===== src/hdl/scc_pkg.sv =====
/*
 * package for the sync, clamp and clock source control block:
 * register indices, field positions, reset values, state codes and
 * the carrier struct for the apb request.
 * assumes an apb3 master with 32-bit data and byte address = 4 * index.
 */
package scc_pkg;

	// ----------------------------------------------------------------
	// register indices (byte address is four times the index)
	// ----------------------------------------------------------------
	localparam logic [5:0] IDX_SYNC_CFG  = 6'h0e; // hsync edge select
	localparam logic [5:0] IDX_CLAMP_CFG = 6'h0f; // clamp / coast control
	localparam logic [5:0] IDX_CLK_CFG   = 6'h15; // pixel clock source
	localparam logic [5:0] IDX_CLAMP_TIM = 6'h20; // internal clamp timing
	localparam logic [5:0] IDX_FRONT_CFG = 6'h21; // phase and colour space
	localparam logic [5:0] IDX_STATUS    = 6'h22; // live state, read only

	// ----------------------------------------------------------------
	// field positions
	// ----------------------------------------------------------------
	localparam int HSYNC_EDGE_BIT = 6; // 0: falling leads, 1: rising
	localparam int EXT_CLAMP_BIT  = 7; // 1: honour the clamp pin
	localparam int CLAMP_POL_BIT  = 6; // 1: clamp pin active high
	localparam int COAST_POL_BIT  = 3; // 1: coast pin active high
	localparam int EXT_CLK_BIT    = 0; // 1: external pixel clock
	localparam int YUV_BIT        = 7; // 1: yuv inputs, clamp midscale
	localparam int PHASE_MSB      = 4; // sampling phase field [4:0]
	localparam int DELAY_LSB      = 0; // clamp start delay [7:0]
	localparam int DUR_LSB        = 8; // clamp duration [15:8]

	// ----------------------------------------------------------------
	// reset values
	// ----------------------------------------------------------------
	localparam logic [7:0]  RST_SYNC_CFG  = 8'h00;
	localparam logic [7:0]  RST_CLAMP_CFG = 8'h08; // coast polarity = 1
	localparam logic [7:0]  RST_CLK_CFG   = 8'h00;
	localparam logic [15:0] RST_CLAMP_TIM = 16'h1008;
	localparam logic [7:0]  RST_FRONT_CFG = 8'h00;

	// ----------------------------------------------------------------
	// synchroniser lanes
	// ----------------------------------------------------------------
	localparam int PIN_HSYNC  = 0;
	localparam int PIN_SOG    = 1;
	localparam int PIN_CLAMP  = 2;
	localparam int PIN_COAST  = 3;
	localparam int PIN_EXTCLK = 4;
	localparam int PIN_PLLCLK = 5;
	localparam int PIN_COUNT  = 6;

	// internal clamp sequencer
	typedef enum logic [1:0] {
		CL_IDLE  = 2'b00,
		CL_DELAY = 2'b01,
		CL_HOLD  = 2'b10
	} scc_clamp_st_t;

	// apb request from the master
	typedef struct packed {
		logic        psel;
		logic        penable;
		logic        pwrite;
		logic [7:0]  paddr;
		logic [31:0] pwdata;
	} scc_apb_req_t;

endpackage


===== src/hdl/scc_ctrl.sv =====
/*
 * sync, clamp and clock source control: apb register file, pin
 * synchronisers, sync-on-green copy, clamp window (pin or counted),
 * coast hold and pixel clock source choice.
 * assumes one 40 mhz clock, synchronous active-high reset, pins
 * asynchronous to clk_i, and an apb3 master per scc_pkg.
 */
`timescale 1ns/1ps

// What this block does
// - copy sync-on-green comparator to output, uninverted
// - clamp pin honoured only when enable set
// - otherwise clamp counted from hsync trailing edge
// - clamp pin active level set by polarity
// - clamp to ground for rgb, midscale yuv
// - coast freezes clock generator frequency and phase
// - coast polarity selectable, resets to one
// - external clock select picks external pixel clock
// - phase adjustment still applies with external clock
// - hsync edge select; leading clocks, trailing clamps
module scc_ctrl (
	input  wire logic                 clk_i,
	input  wire logic                 rst_i,
	input  wire scc_pkg::scc_apb_req_t apb_i,
	output logic [31:0]               prdata_o,
	output logic                      pready_o,
	output logic                      pslverr_o,
	input  wire logic                 hsync_i,
	input  wire logic                 green_sync_input_i,
	input  wire logic                 clamp_pin_i,
	input  wire logic                 coast_i,
	input  wire logic                 ext_pixel_clock_in_i,
	input  wire logic                 pll_clock_i,
	output logic                      green_sync_output_o,
	output logic                      clamp_active_o,
	output logic                      clamp_midscale_o,
	output logic                      hsync_lead_o,
	output logic                      coast_hold_o,
	output logic                      pixel_clock_o,
	output logic                      ext_clock_sel_o,
	output logic [4:0]                phase_adj_o
);

	// ----------------------------------------------------------------
	// state record
	// ----------------------------------------------------------------
	typedef struct packed {
		logic [scc_pkg::PIN_COUNT-1:0] meta;    // first sync stage
		logic [scc_pkg::PIN_COUNT-1:0] pins;    // second sync stage
		logic [scc_pkg::PIN_COUNT-1:0] last;    // pins one cycle ago
		logic [7:0]                    sync_cfg;
		logic [7:0]                    clamp_cfg;
		logic [7:0]                    clk_cfg;
		logic [15:0]                   clamp_tim;
		logic [7:0]                    front_cfg;
		scc_pkg::scc_clamp_st_t        cl_st;   // internal clamp state
		logic [7:0]                    cl_cnt;  // cycles left in phase
		logic                          pready;
		logic                          pslverr;
		logic [31:0]                   prdata;
		logic                          sog;
		logic                          clamp;
		logic                          midscale;
		logic                          lead;
		logic                          coast;
		logic                          pixclk;
	} scc_state_t;

	scc_state_t state_reg;  // registered state
	scc_state_t state_next; // next state

	// decoded pin events, all from the second sync stage or later
	logic hs_lvl;     // hsync in active sense
	logic hs_lvl_old; // previous hsync in active sense
	logic hs_lead;    // leading edge of hsync
	logic hs_trail;   // trailing edge of hsync
	logic coast_act;  // coast pin in active sense
	logic pin_clamp;  // clamp pin in active sense
	logic acc;        // apb access phase awaiting answer
	logic [5:0] idx;  // register index from the byte address
	logic [31:0] rd;  // read mux
	logic hit;        // address maps to a register

	// ----------------------------------------------------------------
	// next-state logic
	// ----------------------------------------------------------------
	always_comb begin
		state_next = state_reg;

		// two-flop synchronisers; meta feeds pins and nothing else
		state_next.meta = {pll_clock_i, ext_pixel_clock_in_i, coast_i,
			clamp_pin_i, green_sync_input_i, hsync_i};
		state_next.pins = state_reg.meta;
		state_next.last = state_reg.pins;

		// hsync sense: inverting a falling-edge sync makes the leading
		// edge a rise in both settings
		hs_lvl = state_reg.pins[scc_pkg::PIN_HSYNC] ~^
			state_reg.sync_cfg[scc_pkg::HSYNC_EDGE_BIT];
		hs_lvl_old = state_reg.last[scc_pkg::PIN_HSYNC] ~^
			state_reg.sync_cfg[scc_pkg::HSYNC_EDGE_BIT];
		hs_lead  = hs_lvl & ~hs_lvl_old;
		hs_trail = ~hs_lvl & hs_lvl_old;

		coast_act = state_reg.pins[scc_pkg::PIN_COAST] ~^
			state_reg.clamp_cfg[scc_pkg::COAST_POL_BIT];
		pin_clamp = state_reg.pins[scc_pkg::PIN_CLAMP] ~^
			state_reg.clamp_cfg[scc_pkg::CLAMP_POL_BIT];

		// sync-on-green passes straight through, no inversion
		state_next.sog = state_reg.pins[scc_pkg::PIN_SOG];

		// coast blocks the tracking pulse and holds the generator;
		// the generator itself keeps its frequency while this is high
		state_next.coast = coast_act;
		state_next.lead  = hs_lead & ~coast_act;

		// pixel clock source; only a sampled copy, so it is a rate
		// indicator for slow clocks, the real mux sits in the clock tree
		state_next.pixclk = state_reg.clk_cfg[scc_pkg::EXT_CLK_BIT] ?
			state_reg.pins[scc_pkg::PIN_EXTCLK] :
			state_reg.pins[scc_pkg::PIN_PLLCLK];

		// internal clamp sequencer: delay then duration, restarted by
		// every trailing edge so a lost sync cannot leave it stuck
		unique case (state_reg.cl_st)
			scc_pkg::CL_IDLE: begin
				state_next.cl_cnt = 8'h00;
			end
			scc_pkg::CL_DELAY: begin
				state_next.cl_cnt = state_reg.cl_cnt - 8'h01;
				if (state_reg.cl_cnt == 8'h01) begin
					state_next.cl_st  = scc_pkg::CL_HOLD;
					state_next.cl_cnt = state_reg.clamp_tim[
						scc_pkg::DUR_LSB +: 8];
					if (state_reg.clamp_tim[scc_pkg::DUR_LSB +: 8] ==
						8'h00) begin
						state_next.cl_st = scc_pkg::CL_IDLE;
					end
				end
			end
			scc_pkg::CL_HOLD: begin
				state_next.cl_cnt = state_reg.cl_cnt - 8'h01;
				if (state_reg.cl_cnt == 8'h01) begin
					state_next.cl_st = scc_pkg::CL_IDLE;
				end
			end
			default: begin
				state_next.cl_st  = scc_pkg::CL_IDLE;
				state_next.cl_cnt = 8'h00;
			end
		endcase
		if (hs_trail) begin
			if (state_reg.clamp_tim[scc_pkg::DELAY_LSB +: 8] != 8'h00)
			begin
				state_next.cl_st  = scc_pkg::CL_DELAY;
				state_next.cl_cnt = state_reg.clamp_tim[
					scc_pkg::DELAY_LSB +: 8];
			end else if (state_reg.clamp_tim[scc_pkg::DUR_LSB +: 8] !=
				8'h00) begin
				state_next.cl_st  = scc_pkg::CL_HOLD;
				state_next.cl_cnt = state_reg.clamp_tim[
					scc_pkg::DUR_LSB +: 8];
			end else begin
				state_next.cl_st = scc_pkg::CL_IDLE;
			end
		end

		// clamp source: pin only when enabled, else the counted window
		if (state_reg.clamp_cfg[scc_pkg::EXT_CLAMP_BIT]) begin
			state_next.clamp = pin_clamp;
		end else begin
			state_next.clamp = (state_reg.cl_st == scc_pkg::CL_HOLD);
		end
		state_next.midscale = state_reg.front_cfg[scc_pkg::YUV_BIT];

		// apb slave: answer one cycle into the access phase
		acc = apb_i.psel & apb_i.penable & ~state_reg.pready;
		idx = apb_i.paddr[7:2];
		hit = 1'b1;
		rd  = 32'h0000_0000;
		unique case (idx)
			scc_pkg::IDX_SYNC_CFG:  rd = {24'h000000, state_reg.sync_cfg};
			scc_pkg::IDX_CLAMP_CFG: rd = {24'h000000, state_reg.clamp_cfg};
			scc_pkg::IDX_CLK_CFG:   rd = {24'h000000, state_reg.clk_cfg};
			scc_pkg::IDX_CLAMP_TIM: rd = {16'h0000, state_reg.clamp_tim};
			scc_pkg::IDX_FRONT_CFG: rd = {24'h000000, state_reg.front_cfg};
			scc_pkg::IDX_STATUS: begin
				rd = {24'h000000, state_reg.cl_cnt} << 8;
				rd[5:0] = {state_reg.cl_st, state_reg.pixclk,
					state_reg.coast, state_reg.clamp, state_reg.sog};
			end
			default: hit = 1'b0;
		endcase
		state_next.pready  = acc;
		state_next.pslverr = acc & ~hit;
		state_next.prdata  = acc ? rd : 32'h0000_0000;

		// writes take effect on the edge that sees pready high
		if (apb_i.psel & apb_i.penable & state_reg.pready &
			apb_i.pwrite) begin
			unique case (idx)
				scc_pkg::IDX_SYNC_CFG:
					state_next.sync_cfg = apb_i.pwdata[7:0];
				scc_pkg::IDX_CLAMP_CFG:
					state_next.clamp_cfg = apb_i.pwdata[7:0];
				scc_pkg::IDX_CLK_CFG:
					state_next.clk_cfg = apb_i.pwdata[7:0];
				scc_pkg::IDX_CLAMP_TIM:
					state_next.clamp_tim = apb_i.pwdata[15:0];
				scc_pkg::IDX_FRONT_CFG:
					state_next.front_cfg = apb_i.pwdata[7:0];
				default: begin
				end
			endcase
		end
	end

	// ----------------------------------------------------------------
	// state register
	// ----------------------------------------------------------------
	always_ff @(posedge clk_i) begin
		if (rst_i) begin
			state_reg           <= '0;
			state_reg.sync_cfg  <= scc_pkg::RST_SYNC_CFG;
			state_reg.clamp_cfg <= scc_pkg::RST_CLAMP_CFG;
			state_reg.clk_cfg   <= scc_pkg::RST_CLK_CFG;
			state_reg.clamp_tim <= scc_pkg::RST_CLAMP_TIM;
			state_reg.front_cfg <= scc_pkg::RST_FRONT_CFG;
			state_reg.cl_st     <= scc_pkg::CL_IDLE;
			// hsync stages start at the idle level of the reset edge
			// choice; zeros here would fake a trailing edge on release
			// and open a clamp window nobody asked for
			state_reg.meta[scc_pkg::PIN_HSYNC] <=
				~scc_pkg::RST_SYNC_CFG[scc_pkg::HSYNC_EDGE_BIT];
			state_reg.pins[scc_pkg::PIN_HSYNC] <=
				~scc_pkg::RST_SYNC_CFG[scc_pkg::HSYNC_EDGE_BIT];
			state_reg.last[scc_pkg::PIN_HSYNC] <=
				~scc_pkg::RST_SYNC_CFG[scc_pkg::HSYNC_EDGE_BIT];
		end else begin
			state_reg <= state_next;
		end
	end

	// ----------------------------------------------------------------
	// outputs, all straight from the state register
	// ----------------------------------------------------------------
	assign prdata_o            = state_reg.prdata;
	assign pready_o            = state_reg.pready;
	assign pslverr_o           = state_reg.pslverr;
	assign green_sync_output_o = state_reg.sog;
	assign clamp_active_o      = state_reg.clamp;
	assign clamp_midscale_o    = state_reg.midscale;
	assign hsync_lead_o        = state_reg.lead;
	assign coast_hold_o        = state_reg.coast;
	assign pixel_clock_o       = state_reg.pixclk;
	assign ext_clock_sel_o     = state_reg.clk_cfg[scc_pkg::EXT_CLK_BIT];
	// phase is applied whichever clock source is chosen
	assign phase_adj_o = state_reg.front_cfg[scc_pkg::PHASE_MSB:0];

endmodule


===== config.mk =====
export PLATFORM = sky130hd
export DESIGN_NAME = scc_ctrl
export DESIGN_NICKNAME = d
export VERILOG_FILES = /design/src/hdl/scc_pkg.sv /design/src/hdl/scc_ctrl.sv
export SDC_FILE = /design/constraint.sdc
export NUM_CORES = 1
export LEC_CHECK = 0
export BUFFER_PORTS_ARGS = -buffer_cell sky130_fd_sc_hd__buf_2
export CAP_MARGIN = 15
export CORE_UTILIZATION = 49
export CTS_CLUSTER_SIZE = 30
export DETAILED_ROUTE_END_ITERATION = 10
export PLACE_DENSITY = 0.87
export SLEW_MARGIN = 30
export SYNTH_ARGS = -nofsm -noshare
export SYNTH_HDL_FRONTEND = slang
export SYNTH_SLANG_ARGS = --single-unit

===== constraint.sdc =====
create_clock -name clk_i -period 2.3 [get_ports clk_i]
set_input_delay 0.69 -clock clk_i [delete_from_list [all_inputs] [get_ports clk_i]]
set_output_delay 0.69 -clock clk_i [all_outputs]
set_load 0.1 [all_outputs]

Yosys cells after proc, flatten, opt, wreduce, memory -nomap -nowiden
Cells that the tools add are included.
{ "classes": {"addsub": 1, "n_eq_ne": 12, "mux": 13, "n_bitwise": 18, "n_reduce_logical": 12} }
{ "op_table": {"columns": ["op", "count"], "rows": [
  ["$pmux 16 s6", 1],
  ["$mux 10", 3],
  ["$eq 6x6->1 const B", 3],
  ["$pmux 8 s2", 1],
  ["$reduce_bool 8->1", 2],
  ["$eq 6x4->1 const B", 2],
  ["$reduce_and 2->1", 5],
  ["$and 1x1->1", 8],
  ["$eq 8x1->1 const B", 1],
  ["$logic_not 8->1", 1],
  ["$mux 8", 1],
  ["$sub 8x1->8 const B", 1],
  ["$eq 6x5->1 const B", 1],
  ["$mux 2", 3],
  ["$ne 3x3->1 const B", 2],
  ["$not 1->1", 6],
  ["$pmux 2 s3", 1],
  ["$reduce_or 6->1", 1],
  ["$xnor 1x1->1", 4],
  ["$mux 1", 3],
  ["$reduce_and 3->1", 1],
  ["$eq 2x1->1 const B", 1],
  ["$eq 2x2->1 const B", 1],
  ["$logic_not 2->1", 1],
  ["other kinds (2)", 2]
]} }
{ "word_totals": {"reg_bits": 111, "input_bits": 51, "wordCells": 75} }

Depth between registers and ports, before layout
Gate-level depths: netlist (run 1).
{ "logic_depth": {"word_depth": 7, "ltp_mapped": 7, "ltp_nobuf": 7} }

Worst setup path after synthesis (run 1)
No wires, ideal clock.
{ "synth_path": {"path_type": "register to register", "startpoint": "reg state_reg (netlist bit pready_o)", "endpoint": "reg state_reg (netlist bit phase_adj_o[0])", "setup_time_ps": 128, "arrival_ps": 2124, "required_ps": 2172, "setup_slack_ps": 49, "stages_incl_launch_ff": 7, "period_less_slack_ps": 2251, "path_cell_list": "dfxtp_1 > nand2_1 > nor2_1 > clkbuf_1 > nand3_1 > mux2i_1 > nor2_1"} }
{ "synth_between": {"elab_chain_len": 3} }
{ "synth_rtl": {"columns": ["item", "line_no", "source"], "rows": [
  ["from (decl)", "scc_ctrl.sv:69", "scc_state_t state_reg;"],
  ["from (signal assigned)", "scc_ctrl.sv:241", "state_reg <= state_next;"],
  ["$and 1x1->1 (2 in a row)", "scc_ctrl.sv:200", "if (apb_i.psel & apb_i.penable & state_reg.pready &"],
  ["$reduce_and 2->1 (no source line)", null, null]
]} }
No other way between the ends.
A chain may end at the register's enable or synchronous reset.

Worst setup path in the final report (run 1)
{ "layout_path": {"startpoint": "reg state_reg[48] (netlist name)", "endpoint": "reg state_reg[40] (netlist name)"} }
{ "layout_between": {"elab_chain_len": 5} }
{ "layout_rtl": {"columns": ["item", "line_no", "source"], "rows": [
  ["$eq 2x2->1 or $eq 2x1->1 (tied branches)", "scc_ctrl.sv:126", "unique case (state_reg.cl_st)"],
  ["$pmux 8 s2 (*)", "scc_ctrl.sv:126", null],
  ["$mux 8", "scc_ctrl.sv:159", "end else if (state_reg.clamp_tim[scc_pkg::DUR_LSB +: 8] !="],
  ["$mux 10", "scc_ctrl.sv:154", "if (state_reg.clamp_tim[scc_pkg::DELAY_LSB +: 8] != 8'h00)"],
  ["$mux 10 (*)", "scc_ctrl.sv:153", "if (hs_trail) begin"]
]} }
Every way passes the cells marked *; elsewhere a longest branch is shown, timed or not.

==> metrics, run 1 <==
status=finished, final reports clean; Core Util, Final=56.1%; total routed wirelength=11,000 um; Startpoint Class=flop; Worst Hold Class=reg2reg; Critical Path Start=state_reg[48]; grt total ovfl=0; setup repair after global routing missed its margin=no; Clock Tree Root=clkbuf_8; mapped cell area=4400 um^2; DR pass1 iterations=5; FMAX=482 MHz; largest net degree at the start of global routing=79; Clk pin slew, worst setup/hold paths=100 ps; first-pass GRT wire length=17,800 um; Rel. slew slack=60.1%; hold buffer count at cts=0; number of CTS-inserted buffers=9; most frequent cells in the layout=dfxtp_1, buf_2, nor2_1, nand2_1, a21oi_1; CTS tree=yes; chip width=96.8 um; worst ir drop on vdd=293 uV; final worst slack=227 ps; drt drc=0; post-CTS setup buffer count=0; leak pwr=2.00 nW; commonest non-fill, non-tap cell in the layout=dfxtp_1; max FFs per register=52; # diodes=0; Total Routing Usage GR=23.6%; core area=8720 um^2; worst endpoint required time=2590 ps; clk sink count=95; mean post-synth cell area=8.95 um^2; Post-synth top flop=dfxtp_1; number of global-route vias before repair=3,663; Setup violations, final=0; max-cap viol count=0; number of synthesized flops with an enable pin=0; synth unique cells=62; Crit Path Max Fanout=6; Tcrit/Tclk final=90.1%; sequential share of the synthesized area=43.2%; CP Capture Type=flop; H-tree Lvls=3; Mapped Cells=492; crit path kind=reg2reg; WL per Instance=16.8 um; worst hold start=state_next[104]; FP Rows=34; port bufs=62; Post-DRT Antenna Nets=0; die area=9370 um^2; CP arrival=2360 ps; Initial Util=50.5%; # nets final=595; Yosys reg bits=95; DR vias/cell=5.91; Final Hold Vio Count=0; Synth Warn #=0; routed via count=3,855; Pwr Density=619 nW/um^2; PnR Total Power=3.03 mW; DIE HEIGHT=96.8 um; post_cts resized=0; I/O pin count=97; antenna violations before repair=0; Post-synth ARST share=0%; DP Worst Slack=-52.9 ps; Final Max Slew Viols=0; worst skew pair latency=370 ps; GP Congestion=0.877; CTS max path bufs=2; skew final=10.2 ps; Worst Max-Slew Pin Slew=592 ps; crit path time final=2070 ps; First DRT Iteration DRCs=393; layout cells sized above 1=21.5%; layout overhead on the synthesized area=11.1%; R2R Path Start=state_reg[48]; HPWL after detailed placement=7740 um; Reg2Reg Setup Slack=230 ps
-- path summary, 6_finish.rpt --
kind                     to  cells after the start
max           state_reg[40]                      7
min          state_next[98]                      1
max reg2reg   state_reg[40]                      7
min reg2reg  state_next[98]                      1
-- worst max-delay path: stages, from the launching register on --
cell and delay [ps]:
dfxtp_1 400, inv_1 80, ha_1 380, o21ai_0 110, a21oi_1 210, nand3_1 250
or3_1 380, a31oi_1 190
-- layout make-up --
type	count	area [um^2]
Fill cell	771	3830
Inverter	11	41.3
Clock inverter	7	61.3
Multi-Input combinational cell	337	2120
Timing Repair Buffer	85	508
Clock buffer	9	124
Tap cell	108	135
Sequential cell	95	1900
-- cell usage after synthesis (all sizes together) (5+ instances only) --
master | number | area share (%)
a22oi | 19 | 3.2
o21ai | 9 | 1.0
a21o | 5 | 0.85
a21oi | 32 | 3.6
mux2i | 31 | 7.0
ha | 5 | 1.4
buf | 45 | 7.4
nor4 | 7 | 0.99
nor3 | 9 | 1.3
inv | 11 | 0.94
clkbuf | 19 | 1.6
nand3 | 21 | 2.4
nor2b | 17 | 2.4
nand3b | 5 | 0.85
or3 | 5 | 0.71
dfxtp | 95 | 43
a221oi | 7 | 1.5
nand2 | 37 | 3.2
nor2 | 49 | 4.2
-- power breakdown --
group | total [mW] | switching, mW | internal [mW]
Clock | 1.05 | 0.630 | 0.418
Sequential | 1.67 | 0.00875 | 1.66
Combinational | 0.309 | 0.241 | 0.0681
-- metrics by stage --
step | cells | setup TNS (ps) | instance area [um^2] | hold WS, ps
2_1_floorplan | 507 | 0 | 4460 | 389
3_3_place_gp | 636 | -25.0 | 4700 | 394
3_5_place_dp | 636 | -127 | 4700 | 395
4_1_cts | 652 | 0 | 4890 | 417
5_1_grt | 652 | 0 | 4890 | 444
6_report | 652 | 0 | 4890 | 416
-- layer usage --
metal  vias up  GRT usage [%]  part of all wire (%)
li1       1797              -                     -
met1      1837           31.0                    43
met2       197           37.3                    48
met3        24           4.77                   7.6
met4         0           10.8                   1.9
met5         -              0                     0
-- cells by family (layout without fill, tap and decap cells) --
| group | after synthesis | after routing | synth area share (%) |
|---|---|---|---|
| flops | 95 | 95 | 43.2 |
| mux | 32 | 32 | 7.31 |
| simple gates | 173 | 173 | 20.2 |
| fa+ha+maj | 5 | 5 | 1.42 |
| other cells | 1 | 16 | 0.0852 |
| buf+inv | 75 | 112 | 9.95 |
| xor+xnor | 5 | 5 | 0.995 |
| compound gates | 106 | 106 | 16.8 |
No activity file was read; power rests on OpenSTA's default activity.
==> run 2, diff against run 1 <==
--- a/config.mk
+++ b/config.mk
@@ -5,11 +5,13 @@
 export SDC_FILE = /design/constraint.sdc
 export NUM_CORES = 1
 export LEC_CHECK = 0
+export ABC_AREA = 1
 export BUFFER_PORTS_ARGS = -buffer_cell sky130_fd_sc_hd__buf_2
 export CAP_MARGIN = 15
 export CORE_UTILIZATION = 49
 export CTS_CLUSTER_SIZE = 30
 export DETAILED_ROUTE_END_ITERATION = 10
+export MAX_ROUTING_LAYER = met4
 export PLACE_DENSITY = 0.87
 export SLEW_MARGIN = 30
 export SYNTH_ARGS = -nofsm -noshare
==> run 2 against run 1 <==
  * Non-clock buffer count shrank 9
  * Sequential share of layout area rose by 0.45 points
  * Combinational power grew 42%
  * Maximum frequency is 11% higher
  * Core utilization down 0.65 points
  * Synthesized area shrank 0.14%
  * Clock skew down 0.77 ps
  * Via count up 2.4%
  * First-iteration DRC count is 13% lower
  * Global-route usage up 0.43 points
==> metrics, run 2 <==
worst skew pair latency=360 ps; CTS tree=yes; worst hold start=state_next[106]; Post-DRT Antenna Nets=0; synth unique cells=38; DIE HEIGHT=96.7 um; Mapped Cells=579; CP max-delay cell=buf_2; First DRT Iteration DRCs=340; worst ir drop on vdd=440 uV; HPWL after detailed placement=8050 um; Yosys reg bits=95; post_cts resized=0; # diodes=0; Crit Path Max Fanout=3; clk sink count=95; H-tree Lvls=3; Worst Hold Class=reg2reg; Synth Warn #=0; number of global-route vias before repair=3,662; post-synth top area share=43.3%; Multi-input gate area=1920 um^2; FMAX=534 MHz; number of synthesized flops with an enable pin=0; crit path kind=reg2out; hold buffer count at cts=0; port bufs=62; Clock Tree Root=clkbuf_8; Synth area leaders=dfxtp_1, nand2_1, buf_4, a21oi_1, inv_1; Area after DPL=4630 um^2; FP Rows=34; skew final=9.46 ps; non-filler instance count after layout=737; Total Routing Usage GR=24.0%; layout overhead on the synthesized area=9.96%; DR vias/cell=5.36; crit path buf inv count=1; CTS max path bufs=2; total routed wirelength=10,800 um; worst endpoint required time=1610 ps; most frequent cells after synthesis=nand2_1, dfxtp_1, inv_1; sequential share of the synthesized area=43.3%; core area=8720 um^2; Pwr Density=685 nW/um^2; number of CTS-inserted buffers=9; Final Max Slew Viols=0; Clk pin slew, worst setup/hold paths=90 ps; setup TNS=0 ps; Critical Path Start=phase_adj_o[1]; grt total ovfl=0; CP arrival=1180 ps; drt drc=0; GP Congestion=0.893; # nets final=682; antenna violations before repair=0; crit path time final=1870 ps; setup repair after global routing missed its margin=no; max FFs per register=52; Tcrit/Tclk final=81.4%; Setup violations, final=0; layout cells sized above 1=18.9%; Initial Util=50.4%; Final Hold Vio Count=0; R2R Path Start=state_reg[41]; PnR Total Power=3.31 mW; crit-path max cell delay=450 ps; WL per Instance=14.7 um; most common cell in the synthesized netlist=nand2_1; number of fill cells=787; cell taking the most area after synthesis=dfxtp_1; crit path cell chain=buf_2; delay-heaviest family, CP=buffers and inverters; max-cap viol count=0; placed instance count=723; first-pass GRT wire length=17,600 um; die area=9350 um^2; Post-synth ARST share=0%; largest net degree at the start of global routing=44; Rel. slew slack=57.6%; Seq. cell area=1900 um^2; chip width=96.7 um; Final Cell Area=4830 um^2; status=finished, final reports clean; commonest non-fill, non-tap cell in the layout=nand2_1; I/O pin count=97; mean post-synth cell area=7.59 um^2; Startpoint Class=flop; DR pass1 iterations=5; leak pwr=2.15 nW; mapped cell area=4400 um^2; CP Capture Type=output port; Worst Max-Slew Pin Slew=632 ps; routed via count=3,947; most frequent cells in the layout=nand2_1, dfxtp_1, inv_1, buf_2, a21oi_1; Post-synth top flop=dfxtp_1; post-CTS setup buffer count=0; Min Hold Slack=407 ps
[run 2: changes by cell type in the layout (fill, tap and decap cells not counted), moves of 10 or more]
cell / delta
nor2b_1: -17
inv_1: +51
nor2_1: +10
a21oi_1: +27
mux2i_1: -31
o21ai_0: +30
nand2_1: +62
[run 2: power breakdown]
part / internal (mW) / switching (mW)
combinational: 0.0970 / 0.341
sequential: 1.67 / 0.0180
clock: 0.604 / 0.580
[run 2: area by class of cell]
class                      count  share of cell area (%)
clock buffer                   9                    2.56
clock inverter                 5                    1.73
inverter                      68                    5.28
multi-input combinational    376                    39.7
sequential                    95                    39.3
tap                          108                    2.80
timing repair buffer          76                    8.59
[run 2: cell families (layout without fill, tap and decap cells)]
kind of cell / after synthesis / in the layout / synth area share, %
adder cells (fa/ha/maj): 5 / 5 / 1.42
buffers and inverters: 123 / 158 / 14.4
AO/OA/AOI/OAI: 138 / 138 / 17.9
other: 1 / 16 / 0.0853
XOR/XNOR: 8 / 8 / 1.59
flip-flops: 95 / 95 / 43.3
AND/OR/NAND/NOR: 209 / 209 / 21.3
[run 2: through the flow]
step           setup WS [ps]  util (%)
2_1_floorplan            131         -
3_3_place_gp             235      53.0
3_5_place_dp            78.5      53.0
4_1_cts                  428      55.4
5_1_grt                  297      55.4
6_report                 428      55.4
[run 2: worst paths after layout]
check                          to  slack (ps)  cells past startpoint
setup / recovery   phase_adj_o[1]         430                      1
hold / removal    state_next[100]         410                      2
setup reg to reg    state_reg[44]         470                     10
hold reg to reg   state_next[100]         410                      2
[run 2: routing by layer]
metal | wire length, um | up-vias | global-route usage (%)
met1 | 4610 | 1820 | 28.8
met2 | 5220 | 178 | 39.4
met4 | 227 | 0 | 8.96
met3 | 780 | 24 | 5.35
li1 | - | 1925 | -
met5 | 0 | - | -
[run 2: tightest hold or removal path, delay by kind of cell (launching register included)]
family	cells	cell delay, ps
buffers and inverters	1	40
AND/OR/NAND/NOR	1	30
flip-flops	1	310
==> run 3, diff against run 2 <==
==> constraint.sdc (replaced) <==
create_clock -name clk_i -period 1.7 [get_ports clk_i]
set_input_delay 0.51 -clock clk_i [delete_from_list [all_inputs] [get_ports clk_i]]
set_output_delay 0.51 -clock clk_i [all_outputs]
set_load 0.1 [all_outputs]
==> run 3 against run 2 <==
  * Cell area up 6.2%
  * Final cell count rose by 3.9%
  * Combinational power rose by 43%
  * Flip-flop and latch count unchanged
  * Wire length increased by 2.8%
  * Critical path depth is the same
  * Register-to-register slack lost 400 ps
  * Clock-buffer cell count stayed put
  * Critical path type unchanged
  * Largest power group unchanged
  * Highest routed layer unchanged
==> metrics, run 3 (synthesis results as in run 2) <==
grt total ovfl=0; Clk pin slew, worst setup/hold paths=100 ps; Seq. cell area=1910 um^2; DP Worst Slack=-129 ps; clock share of power=33.8%; final worst slack=29.0 ps; post-CTS setup buffer count=0; CP Capture Type=output port; status=finished, final reports clean; DR vias/cell=5.35; largest net degree at the start of global routing=44; worst skew pair latency=380 ps; CTS tree=yes; Total Routing Usage GR=25.2%; crit path buf inv count=1; DR pass1 iterations=7; most frequent cells in the layout=nand2_1, dfxtp_1, inv_1, a21oi_1, nor2_1; Crit Path Max Fanout=2; Pwr Density=856 nW/um^2; CTS max path bufs=2; clk sink count=95; combinational share of power=14.3%; Final Max Slew Viols=0; R2R cell count=11; I/O pin count=97; switching power share of the total=31.9%; total routed wirelength=11,100 um; CP max-delay cell=buf_2; max-cap viol count=0; Post-DRT Antenna Nets=0; antenna violations before repair=0; setup repair after global routing missed its margin=yes; GP Congestion=0.893; worst ir drop on vdd=489 uV; first-pass GRT wire length=18,400 um; FP Rows=34; PnR Total Power=4.39 mW; Initial Util=50.4%; port bufs=62; crit path kind=reg2out; crit-path max cell delay=430 ps; number of global-route vias before repair=3,924; placed instance count=750; non-filler instance count after layout=766; crit path time final=1670 ps; delay-heaviest family, CP=buffers and inverters; DIE HEIGHT=96.7 um; die area=9350 um^2; number of CTS-inserted buffers=9; leak pwr=2.30 nW; core area=8720 um^2; skew final=15.1 ps; HPWL after detailed placement=8170 um; routed via count=4,100; Multi-input gate area=1930 um^2; WL per Instance=14.5 um; crit path cell chain=buf_2; Startpoint Class=flop; Worst Hold Class=in2reg; Tcrit/Tclk final=98.3%; FMAX=598 MHz; max FFs per register=52; Pint=2.99 mW; layout cells sized above 1=24.3%; chip width=96.7 um; # nets final=709; worst endpoint required time=1190 ps; # diodes=0; power share of the sequential group=52.0%; layout overhead on the synthesized area=16.8%; NetSw=1.40 mW; Worst Hold Depth=2; Setup violations, final=0; CP arrival=1160 ps; number of fill cells=775; drt drc=0; Clock Tree Root=clkbuf_8; CP Depth=1; Final Hold Vio Count=0; commonest non-fill, non-tap cell in the layout=nand2_1; First DRT Iteration DRCs=349; H-tree Lvls=3; Core Util, Final=58.9%
==> run 3: cell types whose count changed in the layout (fill, tap and decap cells not counted), sizes merged <==
cell    change
bufinv      -2
inv         +2
clkinv      +2
clkbuf      +4
buf        +23
==> run 3: worst paths after layout <==
kind	endpoint	slack, ps	startpoint
setup / recovery	clamp_active_o	30	clamp_active_o
hold / removal	state_next[104]	320	hsync_i
hold reg to reg	state_next[103]	420	state_next[109]
setup reg to reg	state_reg[44]	70	state_reg[41]
==> run 3: power by group through the flow <==
stage	registers, mW	clock network (mW)	logic, mW
2_1_floorplan	2.38	0	0.433
3_3_place_gp	2.33	0	0.595
3_5_place_dp	2.33	0	0.608
4_1_cts	2.28	1.49	0.613
5_1_grt	2.29	1.59	0.673
6_report	2.28	1.48	0.626
==> run 3: cell type report <==
type	count	share of cell area, %
Inverter	68	4.97
Clock buffer	9	2.41
Sequential cell	95	37.2
Tap cell	108	2.63
Clock inverter	7	1.44
Multi-Input combinational cell	376	37.6
Timing Repair Buffer	103	13.7
==> run 3: through the flow <==
step | hold slack, ps | setup TNS (ps) | area (um^2)
after CTS | 312 | 0 | 5100
after detailed placement | 406 | -1960 | 4890
after global placement | 390 | -1480 | 4890
after global routing | 312 | -149 | 5130
final | 319 | 0 | 5130
after floorplan | 388 | 0 | 4460
==> run 3: per-layer routing <==
metal	wire length (um)	global-route usage, %	up-vias
li1	-	-	1978
met1	4670	31.2	1882
met2	5300	40.4	204
met3	809	3.61	36
met4	360	12.6	0
met5	0	-	-
==> run 3: what timing repair did <==
action / in CTS / in global routing
endpoints found under the setup margin: 5 / 14
hold buffers: 0 / 0
endpoints found under the hold margin: 0 / 0
pin swaps: 0 / 2
resized for setup: 5 / 16
cloned: 0 / 0
